--- src/qbp_map.vh ---
`ifndef QBP_MAP_VH
`define QBP_MAP_VH

// APB register byte offsets
`define QBP_OFS_LATCH    8'h00
`define QBP_OFS_PIN      8'h04
`define QBP_OFS_RMW      8'h08
`define QBP_OFS_CFG      8'h0c
`define QBP_OFS_EDGE     8'h10
`define QBP_OFS_STATE    8'h14

// Machine cycle: 6 states x 2 phases, one oscillator period each
`define QBP_CYC_LAST     4'hb
`define QBP_CYC_S1P1     4'h0
`define QBP_CYC_S5P1     4'h8
`define QBP_CYC_S5P2     4'h9
`define QBP_CYC_S6P2     4'hb

// Reset values
`define QBP_LATCH_RST    8'hff
`define QBP_CFG_RST      17'h00000

// CFG fields
`define QBP_CFG_ANA_LO   0
`define QBP_CFG_ANA_HI   7
`define QBP_CFG_CMP_LO   8
`define QBP_CFG_CMP_HI   15
`define QBP_CFG_LATE     16

// RMW command fields
`define QBP_RMW_OP_LO    0
`define QBP_RMW_OP_HI    3
`define QBP_RMW_BIT_LO   4
`define QBP_RMW_BIT_HI   6
`define QBP_RMW_ARG_LO   8
`define QBP_RMW_ARG_HI   15
`define QBP_RMW_CARRY    16

// Modify operations
`define QBP_OP_AND       4'h0
`define QBP_OP_OR        4'h1
`define QBP_OP_XOR       4'h2
`define QBP_OP_JBC       4'h3
`define QBP_OP_CPL       4'h4
`define QBP_OP_INC       4'h5
`define QBP_OP_DEC       4'h6
`define QBP_OP_DECREMENT_JUMP_OP      4'h7
`define QBP_OP_MOVC      4'h8
`define QBP_OP_CLR       4'h9
`define QBP_OP_SETB      4'ha
`define QBP_OP_WRITE     4'hb

// Drive state codes
`define QBP_ST_IN_LOW    2'h0
`define QBP_ST_IN_HIGH   2'h1
`define QBP_ST_FORCED    2'h2
`define QBP_ST_OUT_LOW   2'h3

`endif

--- src/qbp_port.v ---
// Contract
// RULE1: Each pin sits in exactly one of four drive states.
// RULE2: Latch zero gives output-low, only the strong pulldown on.
// RULE3: Latch zero-to-one write forces high two cycles, then steady high.
// RULE4: Rewriting one into a one latch changes nothing, no forced pulse.
// RULE5: Latch one as input: pin low gives input-low, high gives input-high.
// RULE6: Trip pull-up only while pin sensed high; off whenever driven low.
// RULE7: After reset pins are input-low with latch one until sensed high.
// RULE8: Software revives a stuck weak pin by writing zero then one.
// RULE9: Push-pull drive only while pin is assigned to compare output.
// RULE10: Analog select bits per pin gate digital use of mixed pins.
// RULE11: Latch updates at S6P2; value reaches pin at next S1P1.
// RULE12: Output buffers capture latch in phase 1, hold through phase 2.
// RULE13: Pin read samples the pin during state 5, phase 1 or 2.
// RULE14: Edge detect samples once per machine cycle, compares with previous.
// RULE15: External levels must hold at least one machine cycle.
// RULE16: Modify operations read the latch; all other reads sample the pin.
// RULE17: Bit modifies read whole latch byte, change one bit, write back.
// RULE18: Port latch resets to all ones.
// RULE19: Pulldown only with latch zero; weak pull-up whenever latch one. Code: compare pins follow i_cmp_level, analog-select pins drop all drive.
// RULE20: Software keeps latch one when alternate function is used.
// RULE21: Pin sense for trip pull-up enters through a synchroniser.
// RULE22: Per-pin pulldown and pull-up enables, updated in phase 1.
//
// Implementation choices: the register offsets and the APB register port.
`include "qbp_map.vh"
`default_nettype none

module qbp_port (
    input  wire        i_mclk,
    input  wire        i_reset,
    input  wire        i_psel,
    input  wire        i_penable,
    input  wire        i_pwrite,
    input  wire [7:0]  i_paddr,
    input  wire [31:0] i_pwdata,
    output wire        o_pready,
    output reg  [31:0] o_prdata,
    output wire        o_pslverr,
    input  wire [7:0]  i_pin,
    input  wire [7:0]  i_pin_sense,
    input  wire [7:0]  i_cmp_level,
    output wire [7:0]  o_strong_pulldown,
    output wire [7:0]  o_strong_pullup,
    output wire [7:0]  o_weak_pullup,
    output wire [7:0]  o_trip_pullup,
    output wire [7:0]  o_analog_select
);

    reg  [3:0]  cyc_reg;
    reg  [7:0]  latch_reg;
    reg  [7:0]  buf_reg;
    reg  [16:0] cfg_reg;
    reg         pend_reg;
    reg  [16:0] cmd_reg;
    reg  [7:0]  result_reg;
    reg  [7:0]  pin_smp_reg;
    reg  [7:0]  edge_reg;
    reg  [7:0]  sense_meta_reg;
    reg  [7:0]  sense_sync_reg;
    reg  [7:0]  pd_reg;
    reg  [7:0]  sp_reg;
    reg  [7:0]  wp_reg;
    reg  [7:0]  tp_reg;
    reg  [7:0]  latch_next;
    reg  [7:0]  rmw_val;
    reg  [15:0] state_bits;
    reg         hit;
    wire        acc;
    wire        wr_acc;
    wire        cmd_wr;
    wire        phase1;
    wire        at_s6p2;
    wire        smp_now;
    wire [3:0]  op;
    wire [2:0]  bsel;
    wire [7:0]  arg;
    wire [7:0]  bmask;
    wire [7:0]  ana;
    wire [7:0]  cmp;

    // Register decode, edge and command helpers
    wire        apply;
    wire        sel_latch;
    wire        sel_pin;
    wire        sel_rmw;
    wire        sel_cfg;
    wire        sel_edge;
    wire        sel_state;
    wire [7:0]  pin_now;
    wire [7:0]  edge_clr;
    wire [7:0]  edge_set;
    wire [16:0] wr_cmd;
    reg  [7:0]  edge_next;
    reg  [3:0]  cyc_next;

    // One decode per register keeps read mux and write side in step
    assign sel_latch = (i_paddr == `QBP_OFS_LATCH);
    assign sel_pin   = (i_paddr == `QBP_OFS_PIN);
    assign sel_rmw   = (i_paddr == `QBP_OFS_RMW);
    assign sel_cfg   = (i_paddr == `QBP_OFS_CFG);
    assign sel_edge  = (i_paddr == `QBP_OFS_EDGE);
    assign sel_state = (i_paddr == `QBP_OFS_STATE);

    assign acc     = i_psel & i_penable;
    assign cmd_wr  = i_pwrite & (sel_latch | sel_rmw);
    // Stall a new latch command until the pending one lands at S6P2
    assign o_pready  = ~(cmd_wr & pend_reg);
    assign wr_acc    = acc & i_pwrite & o_pready;
    assign o_pslverr = ~hit;
    assign phase1  = ~cyc_reg[0];
    assign at_s6p2 = (cyc_reg == `QBP_CYC_S6P2);
    assign smp_now = cfg_reg[`QBP_CFG_LATE] ? (cyc_reg == `QBP_CYC_S5P2) :
                                             (cyc_reg == `QBP_CYC_S5P1); // RULE13
    assign op    = cmd_reg[`QBP_RMW_OP_HI:`QBP_RMW_OP_LO];
    assign bsel  = cmd_reg[`QBP_RMW_BIT_HI:`QBP_RMW_BIT_LO];
    assign arg   = cmd_reg[`QBP_RMW_ARG_HI:`QBP_RMW_ARG_LO];
    assign bmask = 8'h01 << bsel;
    assign ana   = cfg_reg[`QBP_CFG_ANA_HI:`QBP_CFG_ANA_LO];
    assign cmp   = cfg_reg[`QBP_CFG_CMP_HI:`QBP_CFG_CMP_LO];

    // Pending command retires only at the end of the machine cycle
    assign apply   = pend_reg & at_s6p2;
    // Analog pins read as zero so a floating level sets no edge flag
    assign pin_now  = i_pin & ~ana;
    assign edge_clr = (wr_acc & sel_edge) ? i_pwdata[7:0] : 8'h00;
    assign edge_set = smp_now ? (pin_now ^ pin_smp_reg) : 8'h00; // RULE14
    // Plain latch write travels as a write command, so it waits for S6P2 too
    assign wr_cmd   = {1'b0, i_pwdata[7:0], 4'h0, `QBP_OP_WRITE};

    assign o_strong_pulldown = pd_reg;
    assign o_strong_pullup   = sp_reg;
    assign o_weak_pullup     = wp_reg;
    assign o_trip_pullup     = tp_reg;
    assign o_analog_select   = ana; // RULE10

    // Machine cycle sequencer: twelve clocks, S1P1 first
    always @* begin
        if (cyc_reg == `QBP_CYC_LAST) begin
            cyc_next = `QBP_CYC_S1P1;
        end else begin
            cyc_next = cyc_reg + 4'h1;
        end
    end

    always @(posedge i_mclk or posedge i_reset) begin
        if (i_reset) begin
            cyc_reg <= `QBP_CYC_S1P1;
        end else begin
            cyc_reg <= cyc_next;
        end
    end

    // Modify ops work on the latch, never on the pin level
    always @* begin
        rmw_val = latch_reg; // RULE16 RULE17
        case (op)
            `QBP_OP_AND: begin
                rmw_val = latch_reg & arg;
            end
            `QBP_OP_OR: begin
                rmw_val = latch_reg | arg;
            end
            `QBP_OP_XOR: begin
                rmw_val = latch_reg ^ arg;
            end
            `QBP_OP_JBC: begin
                rmw_val = latch_reg & ~bmask;
            end
            `QBP_OP_CPL: begin
                rmw_val = latch_reg ^ bmask;
            end
            `QBP_OP_INC: begin
                rmw_val = latch_reg + 8'h01;
            end
            `QBP_OP_DEC: begin
                rmw_val = latch_reg - 8'h01;
            end
            `QBP_OP_DECREMENT_JUMP_OP: begin
                rmw_val = latch_reg - 8'h01;
            end
            `QBP_OP_MOVC: begin
                if (cmd_reg[`QBP_RMW_CARRY]) begin
                    rmw_val = latch_reg | bmask;
                end else begin
                    rmw_val = latch_reg & ~bmask;
                end
            end
            `QBP_OP_CLR: begin
                rmw_val = latch_reg & ~bmask;
            end
            `QBP_OP_SETB: begin
                rmw_val = latch_reg | bmask;
            end
            `QBP_OP_WRITE: begin
                rmw_val = arg;
            end
            default: begin
                rmw_val = latch_reg;
            end
        endcase
    end

    always @* begin
        latch_next = latch_reg;
        if (apply) begin
            latch_next = rmw_val; // RULE11
        end
    end

    // Latch, command slot and configuration
    always @(posedge i_mclk or posedge i_reset) begin
        if (i_reset) begin
            latch_reg  <= `QBP_LATCH_RST; // RULE18 RULE7
            pend_reg   <= 1'b0;
            cmd_reg    <= 17'h00000;
            result_reg <= 8'h00;
            cfg_reg    <= `QBP_CFG_RST;
        end else begin
            latch_reg <= latch_next;
            if (apply) begin
                pend_reg   <= 1'b0;
                result_reg <= latch_reg; // Old byte, e.g. bit test for jump ops
            end
            // Stall rather than queue: at most one latch command is pending
            if (wr_acc && sel_latch) begin
                pend_reg <= 1'b1;
                cmd_reg  <= wr_cmd;
            end
            if (wr_acc && sel_rmw) begin
                pend_reg <= 1'b1;
                cmd_reg  <= i_pwdata[16:0];
            end
            if (wr_acc && sel_cfg) begin
                cfg_reg <= i_pwdata[16:0];
            end
        end
    end

    // Set beats a same-cycle clear, so no edge is lost to a late clear
    always @* begin
        edge_next = (edge_reg & ~edge_clr) | edge_set; // RULE14
    end

    // Pin sampling and edge flags
    always @(posedge i_mclk or posedge i_reset) begin
        if (i_reset) begin
            pin_smp_reg <= 8'hff;
            edge_reg    <= 8'h00;
        end else begin
            if (smp_now) begin
                pin_smp_reg <= pin_now; // RULE13
            end
            edge_reg <= edge_next; // RULE14 RULE15
        end
    end

    // Sense level is analog in silicon; here it is an async digital input
    always @(posedge i_mclk or posedge i_reset) begin
        if (i_reset) begin
            sense_meta_reg <= 8'h00;
            sense_sync_reg <= 8'h00;
        end else begin
            sense_meta_reg <= i_pin_sense; // RULE21
            sense_sync_reg <= sense_meta_reg;
        end
    end

    // Per-pin driver control
    genvar g;
    generate
        for (g = 0; g < 8; g = g + 1) begin : g_pin
            always @(posedge i_mclk or posedge i_reset) begin
                if (i_reset) begin
                    buf_reg[g] <= 1'b1;
                    pd_reg[g]  <= 1'b0;
                    sp_reg[g]  <= 1'b0;
                    wp_reg[g]  <= 1'b1; // RULE7
                    tp_reg[g]  <= 1'b0;
                end else if (phase1) begin
                    buf_reg[g] <= latch_reg[g]; // RULE12 RULE11
                    if (ana[g]) begin
                        pd_reg[g] <= 1'b0;
                        sp_reg[g] <= 1'b0;
                        wp_reg[g] <= 1'b0;
                        tp_reg[g] <= 1'b0;
                    end else if (cmp[g] && latch_reg[g]) begin
                        // Push-pull: full drive both ways from compare level
                        pd_reg[g] <= ~i_cmp_level[g]; // RULE9 RULE20
                        sp_reg[g] <= i_cmp_level[g];
                        wp_reg[g] <= i_cmp_level[g];
                        tp_reg[g] <= i_cmp_level[g];
                    end else begin
                        pd_reg[g] <= ~latch_reg[g]; // RULE2 RULE19 RULE22
                        wp_reg[g] <= latch_reg[g]; // RULE19
                        // Only a 0-to-1 buffer change pulses; lasts to next phase 1
                        sp_reg[g] <= latch_reg[g] & ~buf_reg[g]; // RULE3 RULE4 RULE8
                        tp_reg[g] <= latch_reg[g] & sense_sync_reg[g]; // RULE6 RULE5
                    end
                end
            end

            always @* begin
                if (pd_reg[g]) begin
                    state_bits[2*g+1:2*g] = `QBP_ST_OUT_LOW; // RULE1
                end else if (sp_reg[g]) begin
                    state_bits[2*g+1:2*g] = `QBP_ST_FORCED;
                end else if (tp_reg[g]) begin
                    state_bits[2*g+1:2*g] = `QBP_ST_IN_HIGH;
                end else begin
                    state_bits[2*g+1:2*g] = `QBP_ST_IN_LOW;
                end
            end
        end
    endgenerate

    // Read mux
    always @* begin
        hit      = 1'b1;
        o_prdata = 32'h00000000;
        if (sel_latch) begin
            o_prdata = {24'h000000, latch_reg}; // RULE16
        end else if (sel_pin) begin
            o_prdata = {24'h000000, pin_smp_reg};
        end else if (sel_rmw) begin
            o_prdata = {23'h000000, pend_reg, result_reg};
        end else if (sel_cfg) begin
            o_prdata = {15'h0000, cfg_reg};
        end else if (sel_edge) begin
            o_prdata = {24'h000000, edge_reg};
        end else if (sel_state) begin
            o_prdata = {16'h0000, state_bits};
        end else begin
            // Unmapped: zero data with a slave error
            hit = 1'b0;
        end
    end

endmodule

`default_nettype wire

--- config.mk ---
export PLATFORM = sky130hd
export DESIGN_NAME = qbp_port
export DESIGN_NICKNAME = d
export VERILOG_FILES = /design/src/qbp_port.v
export VERILOG_INCLUDE_DIRS = /design/src
export SDC_FILE = /design/constraint.sdc
export NUM_CORES = 1
export LEC_CHECK = 0
export BUFFER_PORTS_ARGS = -buffer_cell sky130_fd_sc_hd__buf_4
export CORE_ASPECT_RATIO = 1.25
export CORE_MARGIN = 8
export CORE_UTILIZATION = 55
export CTS_CLUSTER_DIAMETER = 100
export DETAILED_ROUTE_END_ITERATION = 10
export PLACE_DENSITY_LB_ADDON = 0.15
export SLEW_MARGIN = 25
export SYNTH_ARGS = -nofsm -noshare
export SYNTH_HDL_FRONTEND = slang
export SYNTH_SLANG_ARGS = --single-unit
--- constraint.sdc ---
create_clock -name i_mclk -period 4.9 [get_ports i_mclk]
set_input_delay 0.49 -clock i_mclk [delete_from_list [all_inputs] [get_ports i_mclk]]
set_output_delay 0.49 -clock i_mclk [all_outputs]
set_load 0.05 [all_outputs]
-- Yosys cells after proc, flatten, opt, wreduce, memory -nomap -nowiden
Cells that the tools add are included.
- muxes and demuxes: 111
- equality and inequality tests: 19
- reduce and logical (&&, ||, !) cells: 19
- bitwise operators: 63
- shifts and indexed selects: 1
- $add $sub $neg: 3
- operator list (kind ; number):
    17-bit 2-to-1 mux ; 6
    1-bit 2-to-1 mux ; 82
    8-bit one-hot mux with 10 select lines ; 1
    8-bit bitwise AND ; 4
    16-bit 2-to-1 mux ; 2
    2-bit 2-to-1 mux ; 16
    4-bit == test (second input constant) ; 7
    1-bit NOT ; 26
    8-bit 2-to-1 mux ; 3
    8-bit NOT ; 3
    8-bit bitwise OR ; 3
    8-bit XOR ; 3
    1-bit bitwise AND ; 23
    4-bit by 3-bit == test with 1-bit output (second input constant) ; 4
    8-bit by 4-bit == test with 1-bit output (second input constant) ; 2
    8-bit by 5-bit == test with 1-bit output (second input constant) ; 2
    1-bit logical AND ; 11
    10-bit nonzero test ; 1
    8-bit by 1-bit adder with 8-bit output (second input constant) ; 1
    4-bit by 2-bit == test with 1-bit output (second input constant) ; 2
    8-bit by 3-bit == test with 1-bit output (second input constant) ; 1
    8-bit logical NOT ; 1
    1-bit by 3-bit left shift with 8-bit output (first input constant) ; 1
    8-bit by 1-bit subtractor with 8-bit output (second input constant) ; 1
    other kinds (9) ; 10
- bits of input ports: 69
- register bits: 127
- word-level logic and storage cells: 266

-- Longest topological paths before layout
- depth in word-level cells: 11
- depth in mapped cells: 11

-- Least setup slack after synthesis
OpenSTA, ideal clock, no wires.
- kind: input-to-output
- start: input i_paddr[2]
- end: output o_prdata[10]
- stages on the path: 5
- arrival time: 2.555 ns
- path buffers: 3
- setup slack: 1.855 ns
- cells stage by stage: clkbuf_1 clkbuf_1 buf_2 nand3_1 o21ai_0
- longest elaborated chain between the ends: 7
- elaborated cells on any way between the ends: 12
- those cells by class: eq/ne: 5; mux: 6; reduce/logical: 1
- RTL lines (what ; line ; source):
    start, declared ; qbp_port.v:35 ; input wire [7:0] i_paddr,
    8-bit by 5-bit == test with 1-bit output (no source line) ; n/a ;
    16-bit 2-to-1 mux ; qbp_port.v:331 ; end else if (sel_state) begin
    16-bit 2-to-1 mux ; qbp_port.v:329 ; end else if (sel_edge) begin
    17-bit 2-to-1 mux ; qbp_port.v:327 ; end else if (sel_cfg) begin
    17-bit 2-to-1 mux ; qbp_port.v:325 ; end else if (sel_rmw) begin
    17-bit 2-to-1 mux ; qbp_port.v:323 ; end else if (sel_pin) begin
    17-bit 2-to-1 mux (*) ; qbp_port.v:321 ; if (sel_latch) begin
    end, declared ; qbp_port.v:38 ; output reg [31:0] o_prdata,
Mark *: on every way between the ends. The rest lies on a longest branch, timed or not.

-- Final worst setup path
- start: input i_paddr[3]
- end: output o_prdata[4]
The elaborated chain is that of the path after synthesis.

==> metrics.txt <==
status completed; Post-synth EDFFs 0; PostCTS Resize Cnt 0; multi-input logic area 3440 µm²; Root Driver clkbuf_16; GPL Wtd Cong 0.874; Tmin final 3.03 ns; post-DR vias/cell 5.81; Final Hold Viols 0; CP endpoint kind primary output; layout cells sized above 1 25.6%; worst setup path class primary input to primary output; Max-Cap Viols 0; Port-buffer cells 112; Syn-to-layout area delta 19.1%; clock slew at the register clock pins of the worst setup and hold paths 0.06 ns; Fmax achieved 330 MHz; P_leak 0.00365 µW; Synth warnings 0; core area 12,600 µm²; reg2reg end latch_reg[7]$_DFFE_PP1P_; I/O pin count 143; Cell Pwr Density 292 nW/µm²; Pwr Total 2450 µW; final setup TNS 0 ns; fraction of registers with async set/reset 100%; Crit Path Max Fanout 21; crit start category primary input; Rows 46; Die X 117 µm; worst endpoint data arrival time 2.54 ns; Syn Area/Cell 9.36 µm²; final WL 20.5 mm; Num CTS Buffers 17; Slew headroom 35.7%; initial DRC count 500; Post-Syn Area 7040 µm²; Gate Count Post-Synth 752; CP Data Required Time 4.41 ns; WL/cell 20.1 µm; vias in the first global route 6,162; Synth top area share 33.4%; Congestion Overflow GR 0; post-CTS setup buffer count 0; Final Max Tran Viols 0; TritonRoute pass-1 iters 5; die area 16,700 µm²; Seq/Total Area, Yosys 45.4%; Synth cell types 64; global-route wire length before repair 32.7 mm; R2R depth 10; crit share post-route 61.9%; storage element area 3190 µm²; antenna-violating nets left 0; list of most frequent post-synthesis cells nand2_1 (111), dfrtp_1 (94), o21ai_0 (81), a21oi_1 (42), nor2_1 (42); drc violations 0; Fill cells 1,072; CTS H-Tree Depth 4; GRT Resource Usage Total 25.8%; CTS Hold Bufs 0; Detailed Place HPWL 15.4 mm; reg-to-reg slack, setup 1.90 ns; most frequent CP cell buf_4; clk_lat worst skew 0.42 ns; Layout Skew 0.00821 ns; Primary FF master, synth dfrtp_1; CTS max path bufs 2; initial core utilization 55.8%; Slew @ Worst Pin 0.963 ns; Nets 917; Cell Chain, Critical Path buf_4, inv_1, nor2_1, a22oi_1, o32a_1, a21oi_1, buf_4; initial antenna violation count 0; CP startpoint i_paddr[3]; Largest register FFs 17; RSZ-0062 raised after global routing false; Peak VDD IR 0.273 mV; via count 5,932; CTS tree yes; # setup viols final 0; Crit path largest cell delay 0.54 ns; Yosys top cell by area dfrtp_1; worst reg2reg path startpoint cmd_reg[3]$_DFFE_PP0P_; CTS Sinks 126; type of the most critical hold path primary input to async pin; synth top area cells dfrtp_1 (33%), dfstp_2 (12%), nand2_1 (5.9%), o21ai_0 (5.8%), mux2i_1 (3.7%); antenna cells 0; most numerous cell in the Yosys netlist nand2_1; Yosys reg bits 126; largest net degree at the start of global routing 84; Critical Path Slowest Stage Cell nor2_1; Die Y-Extent 142 µm
==> cells in the final DEF, fill, tap and decap left out, types with 5 or more instances in the layout <==
master	Yosys	final
o22ai_1	9	9
o31ai_1	10	10
nand3_1	12	12
nor2_1	42	42
nor3b_1	6	6
inv_1	26	25
mux2i_1	26	26
o41ai_1	9	9
nor2b_1	15	15
a21oi_1	42	42
conb_1	1	15
nand2b_1	21	21
clkbuf_16	0	17
buf_4	26	118
xor2_1	6	6
o21ai_0	81	81
dfstp_2	32	32
a211oi_1	10	10
inv_6	0	5
nor3_1	11	11
xnor2_1	16	16
a221oi_1	5	5
mux2_2	22	22
nand3b_1	8	8
a21o_1	11	11
dfrtp_1	94	93
ha_1	7	7
nand2_1	111	111
==> stage by stage <==
stage | area [µm²] | worst slack [ns] | std cells | hold slack (ns) | utilization (%)
floorplan | 7090 | 1.11 | 766 | 0.331 | -
global placement | 7830 | 1.97 | 989 | 0.334 | 62.1
detailed placement | 7830 | 1.92 | 989 | 0.335 | 62.1
CTS | 8380 | 1.93 | 1021 | 0.0959 | 66.5
global route | 8380 | 1.74 | 1021 | 0.122 | 66.5
finish | 8380 | 1.87 | 1021 | 0.0876 | 66.5
==> metal layers <==
metal  GRT usage [%]  part of all wire, %  routed length (µm)
met5               0                    0                   0
met4            9.93                  2.5                 518
met3            5.44                  5.2                1070
met2            44.6                   53               10900
met1            30.3                   39                8070
==> cells by family (layout without fill, tap and decap cells) <==
logic type      Yosys count  in the layout  synth area share (%)
mux                      50             50                  7.86
simple gates            252            252                  18.1
compound gates          204            204                  17.8
buf+inv                  89            176                  6.54
xor+xnor                 22             22                  2.74
fa+ha+maj                 8              8                  1.53
flops                   126            126                  45.4
other cells               1             15                0.0533
==> final cells by class <==
| class | count | share of cell area (%) |
|---|---|---|
| clock buffers | 17 | 5.08 |
| clock inverters | 15 | 1.52 |
| inverters | 26 | 1.19 |
| multi-input cells | 551 | 41.0 |
| flip-flops and latches | 126 | 38.1 |
| well taps | 168 | 2.51 |
| repair buffers | 118 | 10.6 |
==> report_power, final <==
group | leakage, µW | switching, µW | total, µW | internal, µW
Sequential | 0.00152 | 21.8 | 1090 | 1070
Combinational | 0.00187 | 124 | 193 | 68.8
Clock | 0.000261 | 508 | 1170 | 661
==> worst max-delay path: cells and delay by family <==
| family | cells | cell delay (ns) |
|---|---|---|
| and+or+nand+nor | 1 | 0.54 |
| buffers and inverters | 3 | 0.80 |
| AOI/OAI and AO/OA | 3 | 0.70 |
==> how the worst max path moves through the flow <==
stage,cells after the start,end,slack [ns]
after CTS,7,o_prdata[4],1.93
after floorplan,1,cfg_reg[0]$_DFFE_PP0P_,1.11
after global placement,7,o_prdata[6],1.97
after detailed placement,7,o_prdata[4],1.92
final,7,o_prdata[4],1.87
after global routing,10,latch_reg[7]$_DFFE_PP1P_,1.74
No activity file was read; power rests on OpenSTA's default activity.
